==> src/rtl/gate_pwm_pkg.sv <==
// Constants, types and helper functions shared by the gate drive block.
package gate_pwm_pkg;

  // ==========================================================
  // Timing
  // ==========================================================
  localparam int CLK_PERIOD_NS = 10;   // System clock period.
  localparam int IVL_STEP_NS   = 50;   // Turn-on/off interval step.
  localparam int IVL_STEP_CYC  =
    (IVL_STEP_NS + CLK_PERIOD_NS - 1) / CLK_PERIOD_NS;
  localparam int DT_STEP_NS    = 50;   // Dead time per count.
  localparam int DT_STEP_CYC   = DT_STEP_NS / CLK_PERIOD_NS;
  localparam int DT_MIN_NS     = 100;  // Least dead time.
  localparam int DT_MIN_CYC    =
    (DT_MIN_NS + CLK_PERIOD_NS - 1) / CLK_PERIOD_NS;
  localparam int PW_CENTER_NS  = 20100; // Base period, center mode.
  localparam int PW_EDGE_NS    = 20050; // Base period, edge mode.
  localparam int PW_STEP_NS    = 800;   // Period added per count.
  localparam int PW_CENTER_CYC = PW_CENTER_NS / CLK_PERIOD_NS;
  localparam int PW_EDGE_CYC   = PW_EDGE_NS / CLK_PERIOD_NS;
  localparam int PW_STEP_CYC   = PW_STEP_NS / CLK_PERIOD_NS;

  // ==========================================================
  // Widths and types
  // ==========================================================
  localparam int TMR_W = 9;            // Interval and dead timers.
  localparam int CNT_W = 16;           // PWM counter and duty.
  typedef logic [TMR_W-1:0] tmr_t;
  typedef logic [CNT_W-1:0] cnt_t;
  typedef logic [3:0]       cur_t;     // Programmed gate current.

  // Gate sequencer states.
  typedef enum logic [2:0] {
    G_OFF, G_ON1, G_ON2, G_ON, G_OFF1, G_OFF2
  } gate_state_e;

  // ==========================================================
  // Register map
  // ==========================================================
  localparam logic [7:0]  CTRL_ADDR   = 8'h00;
  localparam logic [7:0]  SLEW_ADDR   = 8'h04;
  localparam logic [7:0]  DUTY_ADDR   = 8'h08; // Three words.
  localparam logic [7:0]  STATUS_ADDR = 8'h14;
  localparam logic [31:0] CTRL_RST    = 32'h0000_0000;
  localparam logic [31:0] SLEW_RST    = 32'h0000_0000;
  localparam logic [31:0] CTRL_MASK   = 32'h003f_3f07;
  localparam logic [31:0] SLEW_MASK   = 32'h0fff_ffff;
  localparam int CTRL_SLEW_BIT = 0;    // Common slew mode enable.
  localparam int CTRL_ALIGN_BIT = 1;   // 0 center, 1 edge aligned.
  localparam int CTRL_EN_BIT   = 2;    // Bridge enable.
  localparam int CTRL_PW_LSB   = 8;    // Six-bit period count.
  localparam int CTRL_DT_LSB   = 16;   // Six-bit dead time count.
  localparam int SLEW_ON1_LSB  = 0;
  localparam int SLEW_ON2_LSB  = 4;
  localparam int SLEW_OFF1_LSB = 8;
  localparam int SLEW_OFF2_LSB = 12;
  localparam int SLEW_TON_LSB  = 16;
  localparam int SLEW_TOFF_LSB = 20;
  localparam int SLEW_VDS_LSB  = 24;
  localparam int ST_CUR_LSB    = 6;
  localparam int ST_PWM_LSB    = 12;
  localparam int ST_CNT_LSB    = 16;

  // Scales a field count by a step in cycles to timer width.
  function automatic tmr_t scaleCount(input logic [5:0] n,
                                      input int step);
    return TMR_W'(int'(n) * step);
  endfunction : scaleCount

endpackage : gate_pwm_pkg

==> src/rtl/gate_cfg_if.sv <==
// Interface carrying the drive configuration to the phase sequencers.
`timescale 1ns/1ps
interface gate_cfg_if;
  import gate_pwm_pkg::*;
  logic       enable;       // Bridge enabled.
  logic       slewEnable;   // One mode shared by every gate drive.
  cur_t       turnOnFirstCurrent;
  cur_t       turnOnSecondCurrent;
  cur_t       turnOffFirstCurrent;
  cur_t       turnOffSecondCurrent;
  logic [3:0] turnOnIntervalField;
  logic [3:0] turnOffFirstInterval;
  tmr_t       deadCycles;   // Dead time, already in cycles.
  modport src (output enable, slewEnable, turnOnFirstCurrent,
    turnOnSecondCurrent, turnOffFirstCurrent, turnOffSecondCurrent,
    turnOnIntervalField, turnOffFirstInterval, deadCycles);
  modport snk (input enable, slewEnable, turnOnFirstCurrent,
    turnOnSecondCurrent, turnOffFirstCurrent, turnOffSecondCurrent,
    turnOnIntervalField, turnOffFirstInterval, deadCycles);
endinterface : gate_cfg_if

==> src/rtl/phase_gate_seq.sv <==
// One phase: two gate sequencers with dead time between them.
`timescale 1ns/1ps
module phase_gate_seq (
  // Clock and reset.
  input  wire logic              clk,
  input  wire logic              rst,
  // Configuration and demand.
  gate_cfg_if.snk                cfg,
  input  wire logic              pwmHigh,
  // Comparators, high when Vds is below threshold.
  input  wire logic              vdsHighBelow,
  input  wire logic              vdsLowBelow,
  // Drive, index 0 low side, 1 high side.
  output logic [1:0]             gateOn,
  output logic [1:0]             currentDrive,
  output gate_pwm_pkg::cur_t [1:0] driveCurrent
);
  import gate_pwm_pkg::*;

  // ==========================================================
  // Demand and commands
  // ==========================================================
  gate_state_e state_reg [2];  // Per gate sequencer state.
  tmr_t        tmr_reg [2];    // Per gate interval timer.
  tmr_t        dead_reg;       // Dead time down counter.
  logic [1:0]  want, isOn, isOff, onCmd, offCmd, fullOn, fullOff;
  logic        slewUp, slewDn;

  // In slew mode, a direction slews when any of its currents is set.
  assign slewUp = cfg.slewEnable &&
    (cfg.turnOnFirstCurrent != '0 || cfg.turnOnSecondCurrent != '0);
  assign slewDn = cfg.slewEnable &&
    (cfg.turnOffFirstCurrent != '0 || cfg.turnOffSecondCurrent != '0);
  assign want = {cfg.enable && pwmHigh, cfg.enable && !pwmHigh};
  // High side is on when Vbrg-Vsx is low, low side when Vsx is.
  assign fullOn  = {vdsHighBelow, vdsLowBelow};
  // Off is judged by the complementary comparator.
  assign fullOff = {vdsLowBelow, vdsHighBelow};

  for (genvar g = 0; g < 2; g++) begin : gate
    assign isOn[g]  = state_reg[g] inside {G_ON1, G_ON2, G_ON};
    assign isOff[g] = !isOn[g];
    assign offCmd[g] = !want[g] && isOn[g];
    // Turn-on waits out dead time and the partner's on state.
    assign onCmd[g] = want[g] && isOff[g] && dead_reg == '0 &&
                      !isOn[1-g];

    // Gate sequence; timers restart on each command.
    always_ff @(posedge clk) begin
      if (rst) begin
        state_reg[g] <= G_OFF;
        tmr_reg[g]   <= '0;
      end else if (offCmd[g]) begin
        tmr_reg[g]   <= scaleCount({2'b00, cfg.turnOffFirstInterval},
                                   IVL_STEP_CYC);
        state_reg[g] <= slewDn ? G_OFF1 : G_OFF;
      end else if (onCmd[g]) begin
        tmr_reg[g]   <= scaleCount({2'b00, cfg.turnOnIntervalField},
                                   IVL_STEP_CYC);
        state_reg[g] <= slewUp ? G_ON1 : G_ON;
      end else begin
        case (state_reg[g])
          G_ON1: begin
            tmr_reg[g] <= tmr_reg[g] - 1'b1;
            if (tmr_reg[g] <= 1) state_reg[g] <= G_ON2;
          end
          G_ON2:   if (fullOn[g]) state_reg[g] <= G_ON;
          G_OFF1: begin
            tmr_reg[g] <= tmr_reg[g] - 1'b1;
            if (tmr_reg[g] <= 1) state_reg[g] <= G_OFF2;
          end
          G_OFF2:  if (fullOff[g]) state_reg[g] <= G_OFF;
          default: state_reg[g] <= state_reg[g];
        endcase
      end
    end

    // Drive decode; a zero current means full switched drive.
    always_ff @(posedge clk) begin
      if (rst) begin
        gateOn[g] <= 1'b0;
        currentDrive[g] <= 1'b0;
        driveCurrent[g] <= '0;
      end else begin
        gateOn[g] <= isOn[g];
        case (state_reg[g])
          G_ON1:   driveCurrent[g] <= cfg.turnOnFirstCurrent;
          G_ON2:   driveCurrent[g] <= cfg.turnOnSecondCurrent;
          G_OFF1:  driveCurrent[g] <= cfg.turnOffFirstCurrent;
          G_OFF2:  driveCurrent[g] <= cfg.turnOffSecondCurrent;
          default: driveCurrent[g] <= '0;
        endcase
        currentDrive[g] <= (state_reg[g] == G_ON1 &&
            cfg.turnOnFirstCurrent != '0) ||
          (state_reg[g] == G_ON2 && cfg.turnOnSecondCurrent != '0) ||
          (state_reg[g] == G_OFF1 && cfg.turnOffFirstCurrent != '0) ||
          (state_reg[g] == G_OFF2 && cfg.turnOffSecondCurrent != '0);
      end
    end

  end

  // Dead time restarts at every turn-off command of the phase.
  always_ff @(posedge clk) begin
    if (rst) dead_reg <= '0;
    else if (offCmd != 2'b00) dead_reg <= cfg.deadCycles;
    else if (dead_reg != '0) dead_reg <= dead_reg - 1'b1;
  end
endmodule : phase_gate_seq

==> src/rtl/gate_slew_deadtime_pwm_control.sv <==
// Top of the gate slew, dead time and three-phase PWM control block.
//
// The plain strobed port and the register addresses are this design's own decisions.
`timescale 1ns/1ps

module gate_slew_deadtime_pwm_control #(
  parameter int DUTY_W = 16              // Duty register width.
) (
  // Clock and reset.
  input  wire logic         clk,
  input  wire logic         rst,
  // Register port.
  input  wire logic [7:0]   regAddr,
  input  wire logic [31:0]  regWrData,
  input  wire logic         regWrite,
  input  wire logic         regRead,
  output logic [31:0]       regRdData,
  // Drain-source comparators per phase.
  input  wire logic [2:0]   vdsHighBelow,
  input  wire logic [2:0]   vdsLowBelow,
  // Comparator threshold setting.
  output logic [3:0]        drainSourceThreshold,
  // Gate drive, index 2*phase + side, side 1 is high.
  output logic [5:0]        gateOn,
  output logic [5:0]        currentDrive,
  output logic [23:0]       driveCurrent,
  // PWM demand per phase.
  output logic [2:0]        pwmDemand
);
  import gate_pwm_pkg::*;

  // ==========================================================
  // Parameter check
  // ==========================================================
  // The duty word must hold the longest period of 7050 cycles.
  if (DUTY_W < 13 || DUTY_W > CNT_W) begin : badWidth
    $error("DUTY_W must lie between 13 and 16");
  end

  // ==========================================================
  // Register file
  // ==========================================================
  logic [31:0] ctrl_reg;             // Mode, period and dead time.
  logic [31:0] slew_reg;             // Currents, intervals, Vds.
  cnt_t        duty_reg [3];         // Duty in cycles per phase.
  cnt_t        cnt_reg;              // PWM period counter.
  cnt_t        period_reg;           // Period latched per cycle.
  logic        align_reg;            // Alignment latched per cycle.
  logic        wrap;                 // Last cycle of the period.
  logic [5:0]  deadTimeCount;        // Dead time field.
  logic [5:0]  pwmPeriodCount;       // Period field.
  logic        pwmAlignmentSelect;   // Alignment field.
  logic [1:0]  dutyIdx;              // Duty word selected.

  assign deadTimeCount = ctrl_reg[CTRL_DT_LSB +: 6];
  assign pwmPeriodCount = ctrl_reg[CTRL_PW_LSB +: 6];
  assign pwmAlignmentSelect = ctrl_reg[CTRL_ALIGN_BIT];
  assign dutyIdx = 2'((regAddr - DUTY_ADDR) >> 2);

  // True when an address falls on one of the duty words.
  function automatic logic isDuty(input logic [7:0] a);
    return a >= DUTY_ADDR && a < STATUS_ADDR && a[1:0] == 2'b00;
  endfunction : isDuty

  // Software writes; reserved bits are held at zero.
  always_ff @(posedge clk) begin
    if (rst) begin
      ctrl_reg <= CTRL_RST;
      slew_reg <= SLEW_RST;
    end else if (regWrite) begin
      if (regAddr == CTRL_ADDR) ctrl_reg <= regWrData & CTRL_MASK;
      if (regAddr == SLEW_ADDR) slew_reg <= regWrData & SLEW_MASK;
    end
  end

  // Duty words, cut to the configured width.
  always_ff @(posedge clk) begin
    if (rst) begin
      for (int i = 0; i < 3; i++) duty_reg[i] <= '0;
    end else if (regWrite && isDuty(regAddr)) begin
      duty_reg[dutyIdx] <= CNT_W'(regWrData[DUTY_W-1:0]);
    end
  end

  // Read data stand in the cycle after the read strobe only.
  always_ff @(posedge clk) begin
    if (rst) begin
      regRdData <= '0;
    end else if (regRead) begin
      if (regAddr == CTRL_ADDR) begin
        regRdData <= ctrl_reg;
      end else if (regAddr == SLEW_ADDR) begin
        regRdData <= slew_reg;
      end else if (isDuty(regAddr)) begin
        regRdData <= 32'(duty_reg[dutyIdx]);
      end else if (regAddr == STATUS_ADDR) begin
        // Live gate, current mode, demand and counter state.
        regRdData <= {cnt_reg, 1'b0, pwmDemand,
                      currentDrive, gateOn};
      end else begin
        // Unmapped addresses read as zero.
        regRdData <= '0;
      end
    end else begin
      regRdData <= '0;
    end
  end

  // The comparator threshold goes straight to the analog side.
  assign drainSourceThreshold = slew_reg[SLEW_VDS_LSB +: 4];

  // ==========================================================
  // Dead time
  // ==========================================================
  tmr_t deadCycles;                  // Dead time in clock cycles.

  // Counts of 0, 1 and 2 all give the 100 ns floor.
  always_comb begin
    deadCycles = scaleCount(deadTimeCount, DT_STEP_CYC);
    if (deadCycles < TMR_W'(DT_MIN_CYC)) begin
      deadCycles = TMR_W'(DT_MIN_CYC);
    end
  end

  // ==========================================================
  // PWM period
  // ==========================================================
  // Cycles in one period for an alignment and a period count.
  function automatic cnt_t periodOf(input logic edgeMode,
                                    input logic [5:0] n);
    int base;
    base = edgeMode ? PW_EDGE_CYC : PW_CENTER_CYC;
    return CNT_W'(base + int'(n) * PW_STEP_CYC);
  endfunction : periodOf

  // Level of one phase for a duty at a counter position.
  function automatic logic pwmLevel(input cnt_t cnt,
                                    input cnt_t per,
                                    input cnt_t duty,
                                    input logic edgeMode);
    cnt_t lo;
    lo = '0;
    if (edgeMode) begin
      // Phases with a nonzero duty go high together at the counter start.
      return cnt < duty;
    end
    if (duty >= per) begin
      return 1'b1;
    end
    // Pulses sit centered on the middle of the period.
    lo = (per >> 1) - (duty >> 1);
    return cnt >= lo && cnt < lo + duty;
  endfunction : pwmLevel

  assign wrap = cnt_reg >= period_reg - 1'b1;

  // The period counter; the base period follows the field.
  always_ff @(posedge clk) begin
    if (rst) begin
      cnt_reg <= '0;
    end else if (wrap) begin
      cnt_reg <= '0;
    end else begin
      cnt_reg <= cnt_reg + 1'b1;
    end
  end

  // Period and alignment change only at a period boundary.
  always_ff @(posedge clk) begin
    if (rst) begin
      period_reg <= periodOf(CTRL_RST[CTRL_ALIGN_BIT],
                             CTRL_RST[CTRL_PW_LSB +: 6]);
      align_reg  <= CTRL_RST[CTRL_ALIGN_BIT];
    end else if (wrap) begin
      period_reg <= periodOf(pwmAlignmentSelect, pwmPeriodCount);
      align_reg  <= pwmAlignmentSelect;
    end
  end

  // Phase demand from the counter and each duty.
  always_ff @(posedge clk) begin
    if (rst) begin
      pwmDemand <= '0;
    end else begin
      for (int p = 0; p < 3; p++) begin
        pwmDemand[p] <= pwmLevel(cnt_reg, period_reg,
                                 duty_reg[p], align_reg);
      end
    end
  end

  // ==========================================================
  // Gate sequencers
  // ==========================================================
  gate_cfg_if cfgBus ();

  // One mode bit feeds every gate of every phase.
  assign cfgBus.enable = ctrl_reg[CTRL_EN_BIT];
  assign cfgBus.slewEnable = ctrl_reg[CTRL_SLEW_BIT];
  assign cfgBus.turnOnFirstCurrent = slew_reg[SLEW_ON1_LSB +: 4];
  assign cfgBus.turnOnSecondCurrent = slew_reg[SLEW_ON2_LSB +: 4];
  assign cfgBus.turnOffFirstCurrent = slew_reg[SLEW_OFF1_LSB +: 4];
  assign cfgBus.turnOffSecondCurrent = slew_reg[SLEW_OFF2_LSB +: 4];
  assign cfgBus.turnOnIntervalField = slew_reg[SLEW_TON_LSB +: 4];
  assign cfgBus.turnOffFirstInterval = slew_reg[SLEW_TOFF_LSB +: 4];
  assign cfgBus.deadCycles = deadCycles;

  for (genvar p = 0; p < 3; p++) begin : phase
    cur_t [1:0] cur;                 // Currents of both gates.

    phase_gate_seq seq (
      .clk          (clk),
      .rst          (rst),
      .cfg          (cfgBus),
      .pwmHigh      (pwmDemand[p]),
      .vdsHighBelow (vdsHighBelow[p]),
      .vdsLowBelow  (vdsLowBelow[p]),
      .gateOn       (gateOn[2*p +: 2]),
      .currentDrive (currentDrive[2*p +: 2]),
      .driveCurrent (cur)
    );
    assign driveCurrent[8*p +: 8] = cur;
  end
endmodule : gate_slew_deadtime_pwm_control

==> config.mk <==
export PLATFORM = sky130hd
export DESIGN_NAME = gate_slew_deadtime_pwm_control
export DESIGN_NICKNAME = d
export VERILOG_FILES = /design/src/rtl/gate_pwm_pkg.sv /design/src/rtl/gate_cfg_if.sv /design/src/rtl/phase_gate_seq.sv /design/src/rtl/gate_slew_deadtime_pwm_control.sv
export SDC_FILE = /design/constraint.sdc
export NUM_CORES = 1
export LEC_CHECK = 0
export CAP_MARGIN = 20
export CORE_MARGIN = 5
export CORE_UTILIZATION = 60
export DETAILED_ROUTE_END_ITERATION = 7
export DONT_BUFFER_PORTS = 1
export PLACE_DENSITY = 0.76
export SETUP_SLACK_MARGIN = 0.4
export SLEW_MARGIN = 0
export SYNTH_ARGS = -nofsm -noshare
export SYNTH_HDL_FRONTEND = slang
export SYNTH_HIERARCHICAL = 1
export SYNTH_SLANG_ARGS = --single-unit
export TNS_END_PERCENT = 10
==> constraint.sdc <==
create_clock -name clk -period 8 [get_ports clk]
set_input_delay 0.8 -clock clk [delete_from_list [all_inputs] [get_ports clk]]
set_output_delay 0.8 -clock clk [all_outputs]
set_load 0.03 [all_outputs]
# Yosys cells after proc, flatten, opt, wreduce, memory -nomap -nowiden
# Memories as Yosys holds them, arrays and structs flattened.
# Cells that the tools add are included.
# op_classes
reduce_logical	134
order_cmp	22
n_div	0
mux	381
multipliers	4
eq_ne	32
bitwise_logic	68
shifts	0
addsub	19
# op_table
operator	n
$mux 1	293
$mux 9	31
$mux 3	43
$ge 16x16->1	7
$lt 16x16->1	6
$pmux 4 s4	6
$mux 28	3
$sub 9x1->9 const B	9
$or 1x1->1	66
$logic_and 1x1->1	62
$le 9x1->1 const B	6
$add 16x16->16	3
$sub 15x15->16	3
$eq 3x2->1 const B	12
$eq 3x3->1 const B	12
$logic_not 9->1	3
$reduce_bool 9->1	3
$reduce_or 4->1	6
$mux 22	1
$logic_or 1x1->1	20
$eq 3x1->1 const B	6
$mul 6x3->9 const B	2
$reduce_bool 3->1	6
$add 16x1->16 const B	1
23 further kinds	50
# word_totals
mem_bits_ro	0
latchBits	0
inputBits	50
elab_cells	697
output_inout_bits	75
reg_bits	174
n_memories	7
ram_bits	120
# mem_list
memory	depth	width	read_ports	rd_clocked_by_memory_dff	write_ports	line	rtl
duty_reg	3	16	4	0	3	gate_slew_deadtime_pwm_control.sv:45	cnt_t duty_reg [3];
phase[0].seq.tmr_reg	2	9	2	0	2	phase_gate_seq.sv:24	tmr_t tmr_reg [2];
phase[1].seq.tmr_reg	2	9	2	0	2	phase_gate_seq.sv:24	
phase[2].seq.tmr_reg	2	9	2	0	2	phase_gate_seq.sv:24	
phase[0].seq.state_reg	2	3	2	0	2	phase_gate_seq.sv:23	gate_state_e state_reg [2];
phase[1].seq.state_reg	2	3	2	0	2	phase_gate_seq.sv:23	
1 more memories	n/a	n/a	n/a	n/a	n/a	n/a	

# Depth between registers and ports, before layout
# Gate-level depths: netlist of run 1.
# An unclocked memory read counts as a cell.
# logic_depth
depth_word	17
depth_mapped	25
mapped_depth_nobuf	25

# Modules after synthesis
# The synthesis of run 1 kept the hierarchy.
# modules_own_cells
mod	cells_each	seq_area_each_um2	instances	area_each_um2
gate_slew_deadtime_pwm_control	1759	4043.9	1	15595.0
phase_gate_seq at phase[1].seq	348	1141.1	1	3254.4
phase_gate_seq at phase[2].seq	334	1141.1	1	3168.0
phase_gate_seq at phase[0].seq	344	1141.1	1	3163.0

# Worst setup path before layout of run 1
# No wires, ideal clock.
# synth_path
kind	reg-to-reg
startpoint	register period_reg[2]
endpoint	register pwmDemand[0]
path_buffers	1
setup_time_ps	91
required_ps	7909
period_less_slack_ps	4887
arrival_ps	4796
stages_incl_launch_ff	23
path_slack_ps	3113
path_cell_list	dfxtp_1 clkbuf_1 inv_1 ha_1 nor2b_1 o31a_1 o21ai_0 nand2b_1 xor2_1 ha_1 a21oi_1 o211ai_1 a31oi_1 o21ai_0 a21o_1 a21oi_1 xor2_1 ha_1 a21o_1 a21o_1 a221oi_1 o211ai_1 a311oi_1
# synth_via
elab_chain_len	6
word_cells_on_any_way	12
classes_between	add/sub (2); order compare (3); mux (6); reduce/logical (1)
# synth_rtl
item	line	rtl
start, declared	gate_slew_deadtime_pwm_control.sv:47	cnt_t period_reg;
start signal, assigned	gate_slew_deadtime_pwm_control.sv:171	period_reg <= periodOf(CTRL_RST[CTRL_ALIGN_BIT],
start signal, assigned	gate_slew_deadtime_pwm_control.sv:175	period_reg <= periodOf(pwmAlignmentSelect, pwmPeriodCount);
$sub 15x15->16 or $ge 16x16->1 (tied branches)	gate_slew_deadtime_pwm_control.sv:151, gate_slew_deadtime_pwm_control.sv:147	
$add 16x16->16 or $mux 1 (tied branches)	gate_slew_deadtime_pwm_control.sv:152, gate_slew_deadtime_pwm_control.sv:147	
$lt 16x16->1 or $mux 1 (tied branches)	gate_slew_deadtime_pwm_control.sv:152, gate_slew_deadtime_pwm_control.sv:147	
$logic_and 1x1->1 or $mux 1 (tied branches)	gate_slew_deadtime_pwm_control.sv:152, gate_slew_deadtime_pwm_control.sv:182	
$mux 1 (*)	gate_slew_deadtime_pwm_control.sv:151	lo = (per >> 1) - (duty >> 1);
$mux 1 (*)	gate_slew_deadtime_pwm_control.sv:147	if (duty >= per) begin
end signal, assigned by index	gate_slew_deadtime_pwm_control.sv:186	pwmDemand[p] <= pwmLevel(cnt_reg, period_reg,
end, declared	gate_slew_deadtime_pwm_control.sv:28	output logic [2:0] pwmDemand
# Mark *: on every way between the ends. The rest lies on a longest branch, timed or not. The select of a mux whose other input is x is not followed.
# A chain may end at the register's enable or synchronous reset.

# Worst setup path in the final report of run 1
# layout_path
startpoint	register period_reg[3]
endpoint	register pwmDemand[2]
# The elaborated chain is that of the path after synthesis.

==> results.json, run 1 <==
{
  "cap_viol_max_count": 0,
  "whs_endpoint": "phase[2].seq/currentDrive[1]",
  "timing.rr.end": "pwmDemand[2]",
  "fillCellCount": 3385,
  "multi_input_area_um2": 16700,
  "overflow": 0,
  "n_antenna_cell": 0,
  "worstHoldPathType": "in2reg",
  "ys_seq_elements": 305,
  "async_flop_share_pct": 0,
  "cts_tree": "built",
  "synth_top_area_cell": "ha_1",
  "hold_violations": 0,
  "holdWs_ns": 0.314,
  "floorplan.initialDensity_pct": 60.3,
  "die_w_um": 215,
  "worstRegToRegCells": 24,
  "run_status": "complete, but fails checks",
  "cp-start-kind": "flip-flop",
  "area_growth_pct": 6.54,
  "critPathMaxFanout": 13,
  "post-place-ws_ns": 2.24,
  "synth.most_common_cell": "ha_1",
  "grt_first_pass_wirelength_um": 118000,
  "grt_pass1_vias": 21200,
  "ff_latch_area_um2": 7470,
  "min-delay-start": "rst",
  "via_per_inst": 6.61,
  "rsz0062_at_grt": "no",
  "synth.distinct_cells": 102,
  "first_pass_iters": 8,
  "post_drt_wl_per_cell_um": 23.2,
  "finalSetupViolations": 0,
  "holdPathStages": 1,
  "finish.utilization_pct": 64.2,
  "min_period_over_period_pct": 72.7,
  "worstPathRequired_ns": 8.45,
  "clock.fmax_mhz": 172,
  "startpoint": "period_reg[3]",
  "cts_resized": 0,
  "clockBufferDepth": 3,
  "cts_hold_buf": 0,
  "route.detailed.drc": 6,
  "cp.arrival_ns": 6.27,
  "cts_buffers": 35,
  "rows": 75,
  "maxSlewViolCount": 0,
  "clk_pin_slew_ns": 0.06,
  "critical_path_class": "reg2reg",
  "synthTopCellsByArea": "ha_1 (17%), edfxtp_1 (16%), dfxtp_1 (13%)",
  "fin_skew_ns": 0.0191,
  "clock-root-buffer": "clkbuf_16",
  "yosys-top-cells-count": "ha_1 (350), nand2_1 (242), a21oi_1 (226)",
  "r2r_slack_ns": 2.18,
  "wl_um": 77100,
  "finalCriticalPeriod_ns": 5.82,
  "grt_max_degree": 136,
  "p_leak_nw": 11.7,
  "grt_use_total_pct": 32.0,
  "htreeDepth": 2,
  "netlist_instances": 2785,
  "drive_gt1_share_pct": 5.77,
  "postCtsSetupBuffers": 0,
  "clk_latency_ns": 0.56,
  "syn_area_per_cell_um2": 9.04,
  "dp_hpwl_um": 57400,
  "dieArea_um2": 46200,
  "synth_ff_type": "dfxtp_1",
  "nets": 3178,
  "slew_headroom_pct": 23.4,
  "violations": "DRC",
  "io_buffers": 0,
  "worst_pin_slew_ns": 1.14,
  "synth_area_um2": 25200,
  "largest_reg_flops": 64,
  "antenna_found_initial": 1,
  "fin_setup_tns_ns": 0,
  "first_iter_violations": 2574,
  "coreArea_um2": 41800,
  "final_antenna_net_count": 0,
  "vias": 22000,
  "cts.sinks": 305,
  "p_per_area_nw_per_um2": 176,
  "vdd_ir_drop_max_v": 0.000183,
  "place.gp.congestion": 0.983,
  "ios": 125,
  "cp-end-kind": "flip-flop",
  "die_h_um": 215,
  "synth_top_area_share_pct": 17.4,
  "synth-seq-area-share_pct": 29.7,
  "reg2reg_from": "period_reg[3]",
  "synth_edf_count": 136,
  "ys_warn_count": 6,
  "setup_ws_ns": 2.18
}
-- area by class of cell --
type	instances	share of cell area, %
flip-flops and latches	305	27.8
clock buffers	44	3.82
repair buffers	23	0.672
inverters	166	2.32
well taps	539	2.51
multi-input cells	2233	62.1
clock inverters	19	0.718
-- cells by family (layout without fill, tap and decap cells) --
kind of cell	after synthesis	after routing	synth area share, %
AND/OR/NAND/NOR	879	879	18.2
adder cells (fa/ha/maj)	364	364	18.5
other	1	16	0.0149
XOR/XNOR	188	188	6.54
buffers and inverters	262	252	4.40
multiplexers	91	91	4.46
AO/OA/AOI/OAI	695	695	18.2
flip-flops	305	305	29.7
-- worst max path at each step --
stage	end	depth (start not counted)	slack, ns
floorplan	pwmDemand[0]	22	3.11
global placement	pwmDemand[2]	24	2.30
detailed placement	pwmDemand[2]	24	2.24
CTS	pwmDemand[2]	24	2.23
global route	pwmDemand[2]	24	1.78
finish	pwmDemand[2]	24	2.18
-- power breakdown --
| part | internal, mW | leakage (nW) | switching, mW | total [mW] |
|---|---|---|---|---|
| logic | 0.489 | 8.31 | 0.647 | 1.14 |
| registers | 1.73 | 2.76 | 0.155 | 1.88 |
| clock network | 1.01 | 0.609 | 0.682 | 1.69 |
| total | 3.23 | 11.7 | 1.48 | 4.72 |
-- layer usage --
layer  wire, µm  track usage [%]
met5          0                0
met4       3600             13.5
met3       8970             8.67
met2      33200             49.4
met1      31300             42.5
-- stage by stage --
| stage | total power [mW] | instances | area [µm²] |
|---|---|---|---|
| floorplan | 2.78 | 2800 | 25200 |
| global placement | 2.97 | 3264 | 25600 |
| detailed placement | 3.02 | 3264 | 25600 |
| CTS | 4.71 | 3327 | 26800 |
| global route | 4.94 | 3329 | 26800 |
| finish | 4.72 | 3329 | 26800 |
-- critical path, cell delays in order, from the launching register on --
cell and delay, ns:
dfxtp_1 0.46, inv_1 0.50, ha_1 0.28, inv_1 0.06
fa_1 0.40, a21o_1 0.19, a221o_1 0.30, a21oi_1 0.22
nor2b_1 0.09, a21oi_1 0.31, xnor2_1 0.25, ha_1 0.31
nand2_1 0.14, a21oi_1 0.06, a211oi_1 0.25, a21oi_1 0.13
or3_1 0.36, nand2_1 0.08, ha_1 0.24, a21o_1 0.18
a21o_1 0.17, a21oi_1 0.14, o21a_1 0.16, a2111oi_0 0.09
nor4_1 0.36
-- layout by cell type, fill, tap and decap left out, types with 28 or more instances in the layout --
cell	instances
a21o_1	71
a21oi_1	226
a222oi_1	29
a22oi_1	54
and2_1	81
clkbuf_16	39
dfxtp_1	169
edfxtp_1	136
ha_1	350
inv_1	166
mux2i_1	65
nand2_1	242
nand2b_1	37
nand3_1	48
nor2_1	215
nor2b_1	36
nor3_1	39
nor4_1	28
o21ai_0	94
o22ai_1	29
xnor2_1	107
xor2_1	81
Note: power is estimated with default switching activity, not from simulation.
==> inputs of run 2 (changes only) <==
Settings changed: PLACE_DENSITY 0.76 to 0.79.
Clock period 8 ns to 4.8 ns, I/O delays scaled along.
==> results.json, run 2 (synthesized netlist as in run 1, its figures left out) <==
{
  "worst_pin_slew_ns": 1.29,
  "finalSetupViolations": 0,
  "cp-end-kind": "flip-flop",
  "busiest_layer": "met2",
  "ios": 125,
  "vias": 22900,
  "hold_violations": 0,
  "drive_gt1_share_pct": 9.85,
  "overflow": 0,
  "antenna_found_initial": 7,
  "r2r_slack_ns": 0.02,
  "critPathMaxFanout": 5,
  "htreeDepth": 2,
  "setup_ws_ns": 0.0243,
  "fin_setup_tns_ns": 0,
  "floorplan.initialDensity_pct": 60.3,
  "die_w_um": 215,
  "cp_common_cell": "a21oi_2",
  "min-delay-start": "regWrData[15]",
  "timing.rr.end": "pwmDemand[2]",
  "max_stage_delay_ns": 0.38,
  "dieArea_um2": 46200,
  "first_iter_violations": 2984,
  "fin_skew_ns": 0.0277,
  "holdPathStages": 0,
  "met1_usage_pct": 43.0,
  "layout_common_cells": "ha_1 (343), nand2_1 (237), nor2_1 (214)",
  "wl_um": 82200,
  "holdWs_ns": 0.0186,
  "finalCriticalPeriod_ns": 4.78,
  "grt_max_degree": 80,
  "slowest_stage": "fa_2",
  "grt_pass1_vias": 22100,
  "place.gp.congestion": 1.01,
  "nets": 3249,
  "finish.utilization_pct": 66.6,
  "cts_buffers": 37,
  "cp-start-kind": "flip-flop",
  "whs_endpoint": "duty_reg[3][15]",
  "cap_viol_max_count": 0,
  "final_antenna_net_count": 0,
  "clockBufferDepth": 3,
  "cts.sinks": 305,
  "fin_area_um2": 27800,
  "io_buffers": 0,
  "first_pass_iters": 8,
  "grt_util_met3_pct": 8.36,
  "post-place-ws_ns": -0.186,
  "worstRegToRegCells": 25,
  "area_growth_pct": 10.5,
  "worstPathRequired_ns": 5.26,
  "run_status": "finished, final reports clean",
  "globalRouteMet2Util_pct": 53.5,
  "vdd_ir_drop_max_v": 0.000279,
  "min_period_over_period_pct": 99.5,
  "rsz0062_at_grt": "yes",
  "clock.fmax_mhz": 209,
  "clock-root-buffer": "clkbuf_16",
  "maxSlewViolCount": 0,
  "grt_first_pass_wirelength_um": 125000,
  "route.detailed.drc": 0,
  "dp_hpwl_um": 59800,
  "reg2reg_from": "period_reg[3]",
  "die_h_um": 215,
  "slew_headroom_pct": 13.7,
  "rows": 75,
  "critical_path_class": "reg2reg",
  "grt_use_total_pct": 33.9,
  "largest_reg_flops": 64,
  "clk_pin_slew_ns": 0.06,
  "p_leak_nw": 12.1,
  "cts_tree": "built",
  "cp.arrival_ns": 5.23,
  "worstHoldPathType": "in2reg",
  "post_drt_wl_per_cell_um": 24.1,
  "via_per_inst": 6.72,
  "place_area_um2": 26000,
  "clk_latency_ns": 0.58,
  "p_per_area_nw_per_um2": 292,
  "mostFrequentLayoutCell": "ha_1",
  "coreArea_um2": 41800
}
==> run 2: worst max-delay path by stage <==
stage / start / end / slack [ns] / cells past startpoint
after floorplan: period_reg[3] / pwmDemand[0] / 0.39 / 22
after global placement: period_reg[2] / pwmDemand[1] / -0.04 / 21
after detailed placement: period_reg[3] / pwmDemand[0] / -0.19 / 21
after CTS: period_reg[3] / pwmDemand[2] / 0.11 / 24
after global routing: period_reg[3] / pwmDemand[2] / -0.17 / 25
final: period_reg[3] / pwmDemand[2] / 0.02 / 25
==> run 2: worst max-delay path, delay by kind of cell (launching register included) <==
| family | cells | cell delay (ns) |
|---|---|---|
| XOR/XNOR | 1 | 0.18 |
| AND/OR/NAND/NOR | 6 | 0.98 |
| AO/OA/AOI/OAI | 12 | 1.99 |
| adder cells (fa/ha/maj) | 4 | 1.04 |
| buffers and inverters | 2 | 0.12 |
| flip-flops | 1 | 0.36 |
==> run 2: power by group <==
group / total (mW) / switching, mW / internal, mW
Clock: 2.95 / 1.22 / 1.74
Combinational: 2.03 / 1.15 / 0.880
Sequential: 3.14 / 0.257 / 2.88
Total: 8.12 / 2.62 / 5.50
==> run 2: area by class of cell <==
class | count | area, µm²
well taps | 539 | 674
multi-input cells | 2233 | 17000
clock inverters | 20 | 196
inverters | 166 | 634
clock buffers | 48 | 1090
diodes | 3 | 7.51
flip-flops and latches | 305 | 7470
fillers | 3239 | 13900
repair buffers | 92 | 756
==> run 2: routing by layer <==
layer | share of wire (%) | wire length (µm) | vias up
met3 | 11 | 9370 | 379
met2 | 44 | 35900 | 1380
met1 | 38 | 31300 | 10900
li1 | - | - | 10300
met5 | 0.030 | 25 | -
met4 | 6.8 | 5600 | 4
==> run 2: per-stage QoR <==
stage | power (mW) | instances
floorplan | 4.65 | 2800
CTS | 8.06 | 3397
finish | 8.12 | 3406
detailed placement | 5.06 | 3310
global route | 8.48 | 3404
global placement | 4.98 | 3310
==> run 2: timing repair <==
action	CTS	global route
endpoints found under the hold margin	87	1
hold buffers	10	1
gates resized for setup	23	28
setup buffers	9	4
pin swaps	22	23
setup endpoints to repair	3	3
